$ cat config.mk
export PLATFORM = sky130hd
export DESIGN_NAME = asr_core
export DESIGN_NICKNAME = d
export VERILOG_FILES = /design/src/verilog/asr_core.v /design/src/verilog/asr_round.v
export VERILOG_INCLUDE_DIRS = /design/src /design/src/include
export SDC_FILE = /design/constraint.sdc
export NUM_CORES = 1
export LEC_CHECK = 0
export ABC_AREA = 1
export ABC_CLOCK_PERIOD_IN_PS = 4500
export BUFFER_PORTS_ARGS = -buffer_cell sky130_fd_sc_hd__buf_4
export CORE_AREA = 2 2 191 211
export CTS_BUF_LIST = sky130_fd_sc_hd__clkbuf_8
export DETAILED_ROUTE_END_ITERATION = 10
export DIE_AREA = 0 0 193 213
export GPL_ROUTABILITY_DRIVEN = 0
export PLACE_DENSITY = 0.43
export SYNTH_ARGS = -nofsm -noshare
export SYNTH_HDL_FRONTEND = slang
export SYNTH_HIERARCHICAL = 1
export SYNTH_SLANG_ARGS = --single-unit
$ cat constraint.sdc
create_clock -name clk_in -period 4.5 [get_ports clk_in]
set_clock_uncertainty 0.05 [all_clocks]
set_input_delay 0.225 -clock clk_in [delete_from_list [all_inputs] [get_ports clk_in]]
set_output_delay 0.225 -clock clk_in [all_outputs]
set_load 0.05 [all_outputs]
$ cat src/include/asr_map.vh
// Register offsets, field positions, reset values and saturation constants.
`ifndef ASR_MAP_VH
`define ASR_MAP_VH

// ----------------------------------------
// Register offsets
// ----------------------------------------
`define ASR_OFF_TRAP_CTRL   16'h0080
`define ASR_OFF_STATUS      16'h0100
`define ASR_OFF_FLAGS       16'h0102
`define ASR_OFF_IRQ_STAT    16'h0104
`define ASR_OFF_IRQ_MASK    16'h0106
`define ASR_OFF_WB_REG      16'h0108
`define ASR_OFF_WB_PTR      16'h010a

// ----------------------------------------
// Fault trap control fields
// ----------------------------------------
`define ASR_TC_WRAP_TRAP_EN 8
`define ASR_TC_COVA_ERR     12
`define ASR_TC_COVB_ERR     11
`define ASR_TC_OVA_ERR      14
`define ASR_TC_OVB_ERR      13
`define ASR_TC_RESET        16'h0000
`define ASR_TC_WMASK        16'h01ff

// ----------------------------------------
// Status word and flag fields
// ----------------------------------------
`define ASR_SW_ANY_GUARD    1
`define ASR_SW_ANY_CLIP     0
`define ASR_FL_A_CLIP       0
`define ASR_FL_B_CLIP       1
`define ASR_FL_A_GUARD      2
`define ASR_FL_B_GUARD      3

// ----------------------------------------
// Interrupt status fields
// ----------------------------------------
`define ASR_IRQ_CLIP_A      0
`define ASR_IRQ_CLIP_B      1
`define ASR_IRQ_WRAP_TRAP   2
`define ASR_IRQ_WB_STORE    3

// ----------------------------------------
// Saturation limits and write-back
// ----------------------------------------
`define ASR_MAX40           40'h7fffffffff
`define ASR_MIN40           40'h8000000000
`define ASR_MAX32           40'h007fffffff
`define ASR_MIN32           40'hff80000000
`define ASR_PTR_STEP        16'h0002
`define ASR_HALF_LSW        16'h8000

`endif

$ cat src/verilog/asr_core.v
// Accumulator saturation, overflow flags, trap request and write-back path.
`timescale 1ns/1ps
`include "asr_map.vh"


module asr_core (
   input  wire        clk_in,
   input  wire        rst_n_in,
   input  wire        op_valid_in,
   input  wire        op_target_b_in,
   input  wire [39:0] op_sum_in,
   input  wire        op_carry39_in,
   input  wire        op_is_mac_in,
   input  wire        op_excluded_in,
   input  wire        wb_req_in,
   input  wire        wb_indirect_in,
   input  wire        wb_round_in,
   input  wire        sat_en_a_in,
   input  wire        sat_en_b_in,
   input  wire        sat_mode32_in,
   input  wire        round_select_in,
   input  wire [15:0] reg_addr_in,
   input  wire [15:0] reg_wdata_in,
   input  wire        reg_wr_in,
   input  wire        reg_rd_in,
   output reg  [15:0] reg_rdata_out,
   output reg  [39:0] acc_a_out,
   output reg  [39:0] acc_b_out,
   output reg         xbus_wr_out,
   output reg  [15:0] xbus_addr_out,
   output reg  [15:0] xbus_wdata_out,
   output reg  [15:0] writeback_reg_out,
   output wire [15:0] cpu_status_word_out,
   output wire        trap_req_out,
   output wire        irq_out
);

   // ----------------------------------------
   // Registers
   // ----------------------------------------
   reg  [15:0] fault_trap_control_r;
   reg         acc_a_clip_flag_r;
   reg         acc_b_clip_flag_r;
   reg         acc_a_guard_overflow_r;
   reg         acc_b_guard_overflow_r;
   reg  [3:0]  irq_stat_r;
   reg  [3:0]  irq_mask_r;
   reg  [15:0] writeback_pointer_reg_r;

   // ----------------------------------------
   // Overflow detection and clamp
   // ----------------------------------------
   wire        sat_en;
   wire        ovf39;
   wire        ovf31;
   wire        ovf_guard;
   wire        neg;
   wire        ovf_sel;
   reg  [39:0] acc_nxt;
   wire        clip_set;
   wire        guard_set;
   wire        wrap_event;
   wire        wrap_trap_en;
   wire [39:0] other_acc;
   wire [15:0] round_word;
   wire        wb_go;
   wire [3:0]  irq_evt;

   // True sign is the carry out beyond bit 39.
   assign neg       = op_carry39_in;
   assign sat_en    = op_target_b_in ? sat_en_b_in : sat_en_a_in;
   assign ovf39     = op_carry39_in ^ op_sum_in[39];
   assign ovf31     = ovf39 | (op_sum_in[39:31] != {9{op_sum_in[39]}});
   assign ovf_guard = ovf39 | (op_sum_in[39:31] != {9{op_sum_in[39]}});
   // 32-bit mode only applies when saturating; otherwise bit 39 governs.
   assign ovf_sel   = (sat_en & sat_mode32_in) ? ovf31 : ovf39;
   assign clip_set  = op_valid_in & ovf_sel;
   assign guard_set = op_valid_in & ovf_guard & ~(sat_en & sat_mode32_in);
   assign wrap_event = op_valid_in & ~sat_en & ovf39;
   assign wrap_trap_en = fault_trap_control_r[`ASR_TC_WRAP_TRAP_EN];

   always @* begin
      acc_nxt = op_sum_in;
      if (sat_en && ovf_sel) begin
         if (sat_mode32_in) begin
            acc_nxt = neg ? `ASR_MIN32 : `ASR_MAX32;
         end else begin
            acc_nxt = neg ? `ASR_MIN40 : `ASR_MAX40;
         end
      end
   end

   // ----------------------------------------
   // Write-back rounding
   // ----------------------------------------
   assign other_acc = op_target_b_in ? acc_a_out : acc_b_out;
   // Write-back is only honoured for qualifying multiply-accumulate ops.
   assign wb_go     = op_valid_in & wb_req_in & op_is_mac_in & ~op_excluded_in;

   asr_round u_round (
      .acc_in          (other_acc),
      .round_en_in     (wb_round_in),
      .round_select_in (round_select_in),
      .result_out      (round_word)
   );

   // ----------------------------------------
   // Accumulators and write-back state
   // ----------------------------------------
   always @(posedge clk_in or negedge rst_n_in) begin
      if (!rst_n_in) begin
         acc_a_out               <= 40'h0000000000;
         acc_b_out               <= 40'h0000000000;
         xbus_wr_out             <= 1'b0;
         xbus_addr_out           <= 16'h0000;
         xbus_wdata_out          <= 16'h0000;
         writeback_reg_out       <= 16'h0000;
         writeback_pointer_reg_r <= 16'h0000;
      end else begin
         xbus_wr_out <= 1'b0;
         if (op_valid_in && !op_target_b_in) begin
            acc_a_out <= acc_nxt;
         end
         if (op_valid_in && op_target_b_in) begin
            acc_b_out <= acc_nxt;
         end
         if (reg_wr_in && reg_addr_in == `ASR_OFF_WB_PTR) begin
            writeback_pointer_reg_r <= reg_wdata_in;
         end
         if (wb_go && !wb_indirect_in) begin
            writeback_reg_out <= round_word;
         end
         if (wb_go && wb_indirect_in) begin
            xbus_wr_out             <= 1'b1;
            xbus_addr_out           <= writeback_pointer_reg_r;
            xbus_wdata_out          <= round_word;
            writeback_pointer_reg_r <= writeback_pointer_reg_r + `ASR_PTR_STEP;
         end
      end
   end

   // ----------------------------------------
   // Sticky flags and trap control
   // ----------------------------------------
   // Hardware set beats a software clear landing in the same cycle.
   always @(posedge clk_in or negedge rst_n_in) begin
      if (!rst_n_in) begin
         fault_trap_control_r   <= `ASR_TC_RESET;
         acc_a_clip_flag_r      <= 1'b0;
         acc_b_clip_flag_r      <= 1'b0;
         acc_a_guard_overflow_r <= 1'b0;
         acc_b_guard_overflow_r <= 1'b0;
      end else begin
         if (reg_wr_in && reg_addr_in == `ASR_OFF_TRAP_CTRL) begin
            // Error bits sit outside the write mask, so software cannot wipe a pending trap.
            fault_trap_control_r <= (fault_trap_control_r & ~`ASR_TC_WMASK) |
                                    (reg_wdata_in & `ASR_TC_WMASK);
         end
         if (reg_wr_in && reg_addr_in == `ASR_OFF_FLAGS) begin
            acc_a_clip_flag_r      <= acc_a_clip_flag_r & reg_wdata_in[`ASR_FL_A_CLIP];
            acc_b_clip_flag_r      <= acc_b_clip_flag_r & reg_wdata_in[`ASR_FL_B_CLIP];
            acc_a_guard_overflow_r <= acc_a_guard_overflow_r & reg_wdata_in[`ASR_FL_A_GUARD];
            acc_b_guard_overflow_r <= acc_b_guard_overflow_r & reg_wdata_in[`ASR_FL_B_GUARD];
         end
         if (clip_set && !op_target_b_in) begin
            acc_a_clip_flag_r <= 1'b1;
         end
         if (clip_set && op_target_b_in) begin
            acc_b_clip_flag_r <= 1'b1;
         end
         if (guard_set && !op_target_b_in) begin
            acc_a_guard_overflow_r <= 1'b1;
         end
         if (guard_set && op_target_b_in) begin
            acc_b_guard_overflow_r <= 1'b1;
         end
         if (wrap_event && !op_target_b_in) begin
            fault_trap_control_r[`ASR_TC_COVA_ERR] <= 1'b1;
         end
         if (wrap_event && op_target_b_in) begin
            fault_trap_control_r[`ASR_TC_COVB_ERR] <= 1'b1;
         end
      end
   end

   assign cpu_status_word_out = {14'h0000,
                                 acc_a_guard_overflow_r | acc_b_guard_overflow_r,
                                 acc_a_clip_flag_r | acc_b_clip_flag_r};
   // Trap stays requested while a catastrophic error bit stands and traps are on.
   assign trap_req_out = wrap_trap_en &
                         (fault_trap_control_r[`ASR_TC_COVA_ERR] |
                          fault_trap_control_r[`ASR_TC_COVB_ERR]);

   // ----------------------------------------
   // Interrupt status and mask
   // ----------------------------------------
   assign irq_evt = {xbus_wr_out, wrap_event & wrap_trap_en,
                     clip_set & op_target_b_in, clip_set & ~op_target_b_in};

   always @(posedge clk_in or negedge rst_n_in) begin
      if (!rst_n_in) begin
         irq_stat_r <= 4'h0;
         irq_mask_r <= 4'h0;
      end else begin
         if (reg_wr_in && reg_addr_in == `ASR_OFF_IRQ_MASK) begin
            irq_mask_r <= reg_wdata_in[3:0];
         end
         if (reg_wr_in && reg_addr_in == `ASR_OFF_IRQ_STAT) begin
            irq_stat_r <= (irq_stat_r & ~reg_wdata_in[3:0]) | irq_evt;
         end else begin
            irq_stat_r <= irq_stat_r | irq_evt;
         end
      end
   end

   assign irq_out = |(irq_stat_r & irq_mask_r);

   // ----------------------------------------
   // Register read port
   // ----------------------------------------
   always @(posedge clk_in or negedge rst_n_in) begin
      if (!rst_n_in) begin
         reg_rdata_out <= 16'h0000;
      end else if (reg_rd_in) begin
         case (reg_addr_in)
            `ASR_OFF_TRAP_CTRL: reg_rdata_out <= fault_trap_control_r;
            `ASR_OFF_STATUS:    reg_rdata_out <= cpu_status_word_out;
            `ASR_OFF_FLAGS:     reg_rdata_out <= {12'h000, acc_b_guard_overflow_r,
                                                  acc_a_guard_overflow_r,
                                                  acc_b_clip_flag_r, acc_a_clip_flag_r};
            `ASR_OFF_IRQ_STAT:  reg_rdata_out <= {12'h000, irq_stat_r};
            `ASR_OFF_IRQ_MASK:  reg_rdata_out <= {12'h000, irq_mask_r};
            `ASR_OFF_WB_REG:    reg_rdata_out <= writeback_reg_out;
            `ASR_OFF_WB_PTR:    reg_rdata_out <= writeback_pointer_reg_r;
            default:            reg_rdata_out <= 16'h0000;
         endcase
      end else begin
         reg_rdata_out <= 16'h0000;
      end
   end

endmodule

$ cat src/verilog/asr_round.v
// Combinational round or truncate of an accumulator upper word.
`timescale 1ns/1ps
`include "asr_map.vh"

module asr_round (
   input  wire [39:0] acc_in,
   input  wire        round_en_in,
   input  wire        round_select_in,
   output wire [15:0] result_out
);

   wire [15:0] acc_upper_word;
   wire [15:0] acc_lower_word;
   wire        inc_conv;
   wire        inc_conv_tie;
   wire        inc;

   assign acc_upper_word = acc_in[31:16];
   assign acc_lower_word = acc_in[15:0];
   assign inc_conv       = acc_lower_word[15];
   // Exact half goes to the even neighbour.
   assign inc_conv_tie   = (acc_lower_word == `ASR_HALF_LSW) ? acc_in[16] : inc_conv;
   assign inc            = round_en_in & (round_select_in ? inc_conv_tie : inc_conv);
   // No rounding drops the lower word.
   assign result_out     = acc_upper_word + {15'h0000, inc};

endmodule

==> flow_summary_export.csv <==
group,metric,value,unit
setup_path,cp.arrival,2.99,ns
sta,post-route-period-util,58.8,%
sta,rsz0062_at_grt,"false",
run_status,status,"finished clean",
die,initial_utilization,24.4,%
die,placementRows,76,
clock_network,insertion_delay,0.49,ns
sta,worst_pin_slew,0.997,ns
global_routing,grtUsageTotal,16.8,%
power,vdd.ir_drop.worst,216,uV
sta,hold_viol,0,
logic_synthesis,avgSynthCellArea,7.59,um2
global_routing,grt_pass1_wl,52.1,mm
power,power_frac_comb,35.6,%
route,via_per_inst,4.26,
die,die_w,193,um
cells_and_area,nets,1612,
power,powerDensity,399,nW/um2
clock_network,clkSlewWorstSetupHoldPaths,0.11,ns
placement,place_hpwl,24.3,mm
logic_synthesis,synth_area,9530,um2
cells_and_area,design_area,12600,um2
sta,setup_violations,0,
die,ios,251,
min_path,hold_depth,5,
setup_path,r2r_slack,2.01,ns
clock_network,clockRootBuffer,"clkbuf_8",
setup_path,r2r_cells,15,
sta,slew_viol_final,0,
setup_path,cp_slowest_cell,"inv_2",
min_path,hold_class,"in -> reg",
setup_path,regToRegStartpoint,"acc_a_out[1]",
min_path,hold-path-endpoint,"acc_b_out[31]",
die,die_area,41100,um2
clock_network,cts.path.max_buffers,2,
route,wirelength,33.4,mm
power,p_switching,0.00219,W
route,drt_iter0_markers,452,
cells_and_area,drive_gt1_share,23.3,%
placement,place_area,11700,um2
setup_path,cp_max_fo,39,
sta,whs,0.0497,ns
die,die_h,213,um
power,swShare,43.4,%
power,p_int,0.00286,W
global_routing,grt_max_degree,108,
power,seqPwrFrac,41.5,%
clock_network,cts_setup_buffers,0,
min_path,worstHoldStart,"op_sum_in[31]",
power,clock_power_share,22.8,%
placement,portBuffers,236,
clock_network,cts-buffers-inserted,17,
clock_network,cts.sinks,184,
global_routing,grt-ovfl-total,0,
cells_and_area,area_growth,32.6,%
sta,final.setup.tns,0,ns
setup_path,crit_top_cell,"nand2_1",
clock_network,holdBufCountCts,57,
route,postRouteAntennaNets,0,
setup_path,start_kind,"input port",
sta,fmax,0.378,GHz
route,wire_per_inst,16.4,um
sta,fin_crit,2.65,ns
cells_and_area,post-route-util,32.4,%
setup_path,r2r_end,"writeback_reg_out[8]",
setup_path,crit_type,"in -> reg",
clock_network,ctsHtreeMaxLevel,4,
run,drv_cap,0,
route,vias,8708,
setup_path,path_cells,"buf_4 -> inv_2 -> nand2_1 -> nand2_1 -> or2_2 -> nor2_1 -> nand3_1 -> nand2_1 -> inv_1 -> ha_1 -> ha_1 -> nand3_2 -> inv_1 -> nand2_1 -> xnor2_1 -> inv_1 -> o21ai_0",
global_routing,grt_pass1_vias,8833,
setup_path,cpPeakStageDelay,0.40,ns
clock_network,cts_resized,0,
power,p_leak,6.51,nW
die,design.core.area,39000,um2
setup_path,crit_required,4.85,ns
route,drc_errors,0,
logic_synthesis,synthCells,1256,
route,first_pass_iters,5,
clock_network,cts_tree,"done",
logic_synthesis,ys_warn_count,6,
sta,relSlewSlack,33.6,%
setup_path,endpoint_kind,"register",
global_routing,antenna_found_initial,0,
cell type report:
| cell class | count | area [um2] |
|---|---|---|
| clock inverter | 15 | 155 |
| inverter | 81 | 304 |
| multi-input combinational | 935 | 4270 |
| fill | 4254 | 26400 |
| antenna | 1 | 2.50 |
| tap | 507 | 634 |
| timing repair buffer | 302 | 2430 |
| sequential | 184 | 4600 |
| clock buffer | 17 | 234 |
metal layers:
layer / track usage [%] / wire length, um / share of wire (%)
met5: 0 / 0 / 0
met4: 3.81 / 376 / 1.1
met3: 4.24 / 2220 / 6.6
met2: 27.6 / 15700 / 47
met1: 22.2 / 15200 / 45
worst max-delay path: cells and delay by family:
| family | cells | cell delay, ns |
|---|---|---|
| AO/OA/AOI/OAI | 1 | 0.15 |
| buffers and inverters | 5 | 0.97 |
| XOR/XNOR | 1 | 0.11 |
| adder cells (fa/ha/maj) | 2 | 0.43 |
| AND/OR/NAND/NOR | 8 | 1.06 |
power groups by stage:
stage / clock, W / sequential [W] / combinational, W
after floorplan: 0 / 0.00276 / 0.000472
after global placement: 0 / 0.00214 / 0.00177
after detailed placement: 0 / 0.00213 / 0.00178
after CTS: 0.00121 / 0.00210 / 0.00182
after global routing: 0.00127 / 0.00213 / 0.00195
final: 0.00115 / 0.00210 / 0.00180
registers in the layout (all words and copies together), names as in the netlist, 4 cells and up:
register / cells
reg_rdata_out: 16
acc_a_out: 40
irq_mask_r: 4
writeback_pointer_reg_r: 16
xbus_addr_out: 16
xbus_wdata_out: 16
fault_trap_control_r: 11
irq_stat_r: 4
acc_b_out: 40
writeback_reg_out: 16
worst max-delay path by stage:
stage | slack, ns | depth (start not counted) | endpoint | start
global route | 1.62 | 18 | xbus_wdata_out[14] | op_target_b_in
floorplan | 2.15 | 15 | writeback_reg_out[8] | acc_a_out[1]
global placement | 1.25 | 17 | writeback_reg_out[8] | op_target_b_in
detailed placement | 1.23 | 17 | writeback_reg_out[8] | op_target_b_in
CTS | 1.80 | 17 | writeback_reg_out[8] | op_target_b_in
finish | 1.85 | 17 | writeback_reg_out[8] | op_target_b_in
cell usage in the layout, fill, tap and decap left out, types with 7 or more instances in the layout:
master,count
o21ai_0,70
nand2_2,37
nand4_1,28
xnor2_1,8
nor2_1,48
o21ai_1,7
nor2_4,16
clkbuf_8,18
xor2_1,8
inv_1,77
dfrtp_1,184
nor2_2,9
nor3_1,10
buf_4,243
nand3_1,48
dlygate4sd3_1,57
conb_1,14
nand2_1,591
per-stage QoR:
stage	power (W)	std cells	worst slack, ns
after global placement	0.00391	1952	1.25
after floorplan	0.00323	1269	2.15
after CTS	0.00513	2041	1.80
after detailed placement	0.00391	1952	1.23
after global routing	0.00536	2041	1.62
final	0.00504	2042	1.85
(Power assumes the default switching activity.)
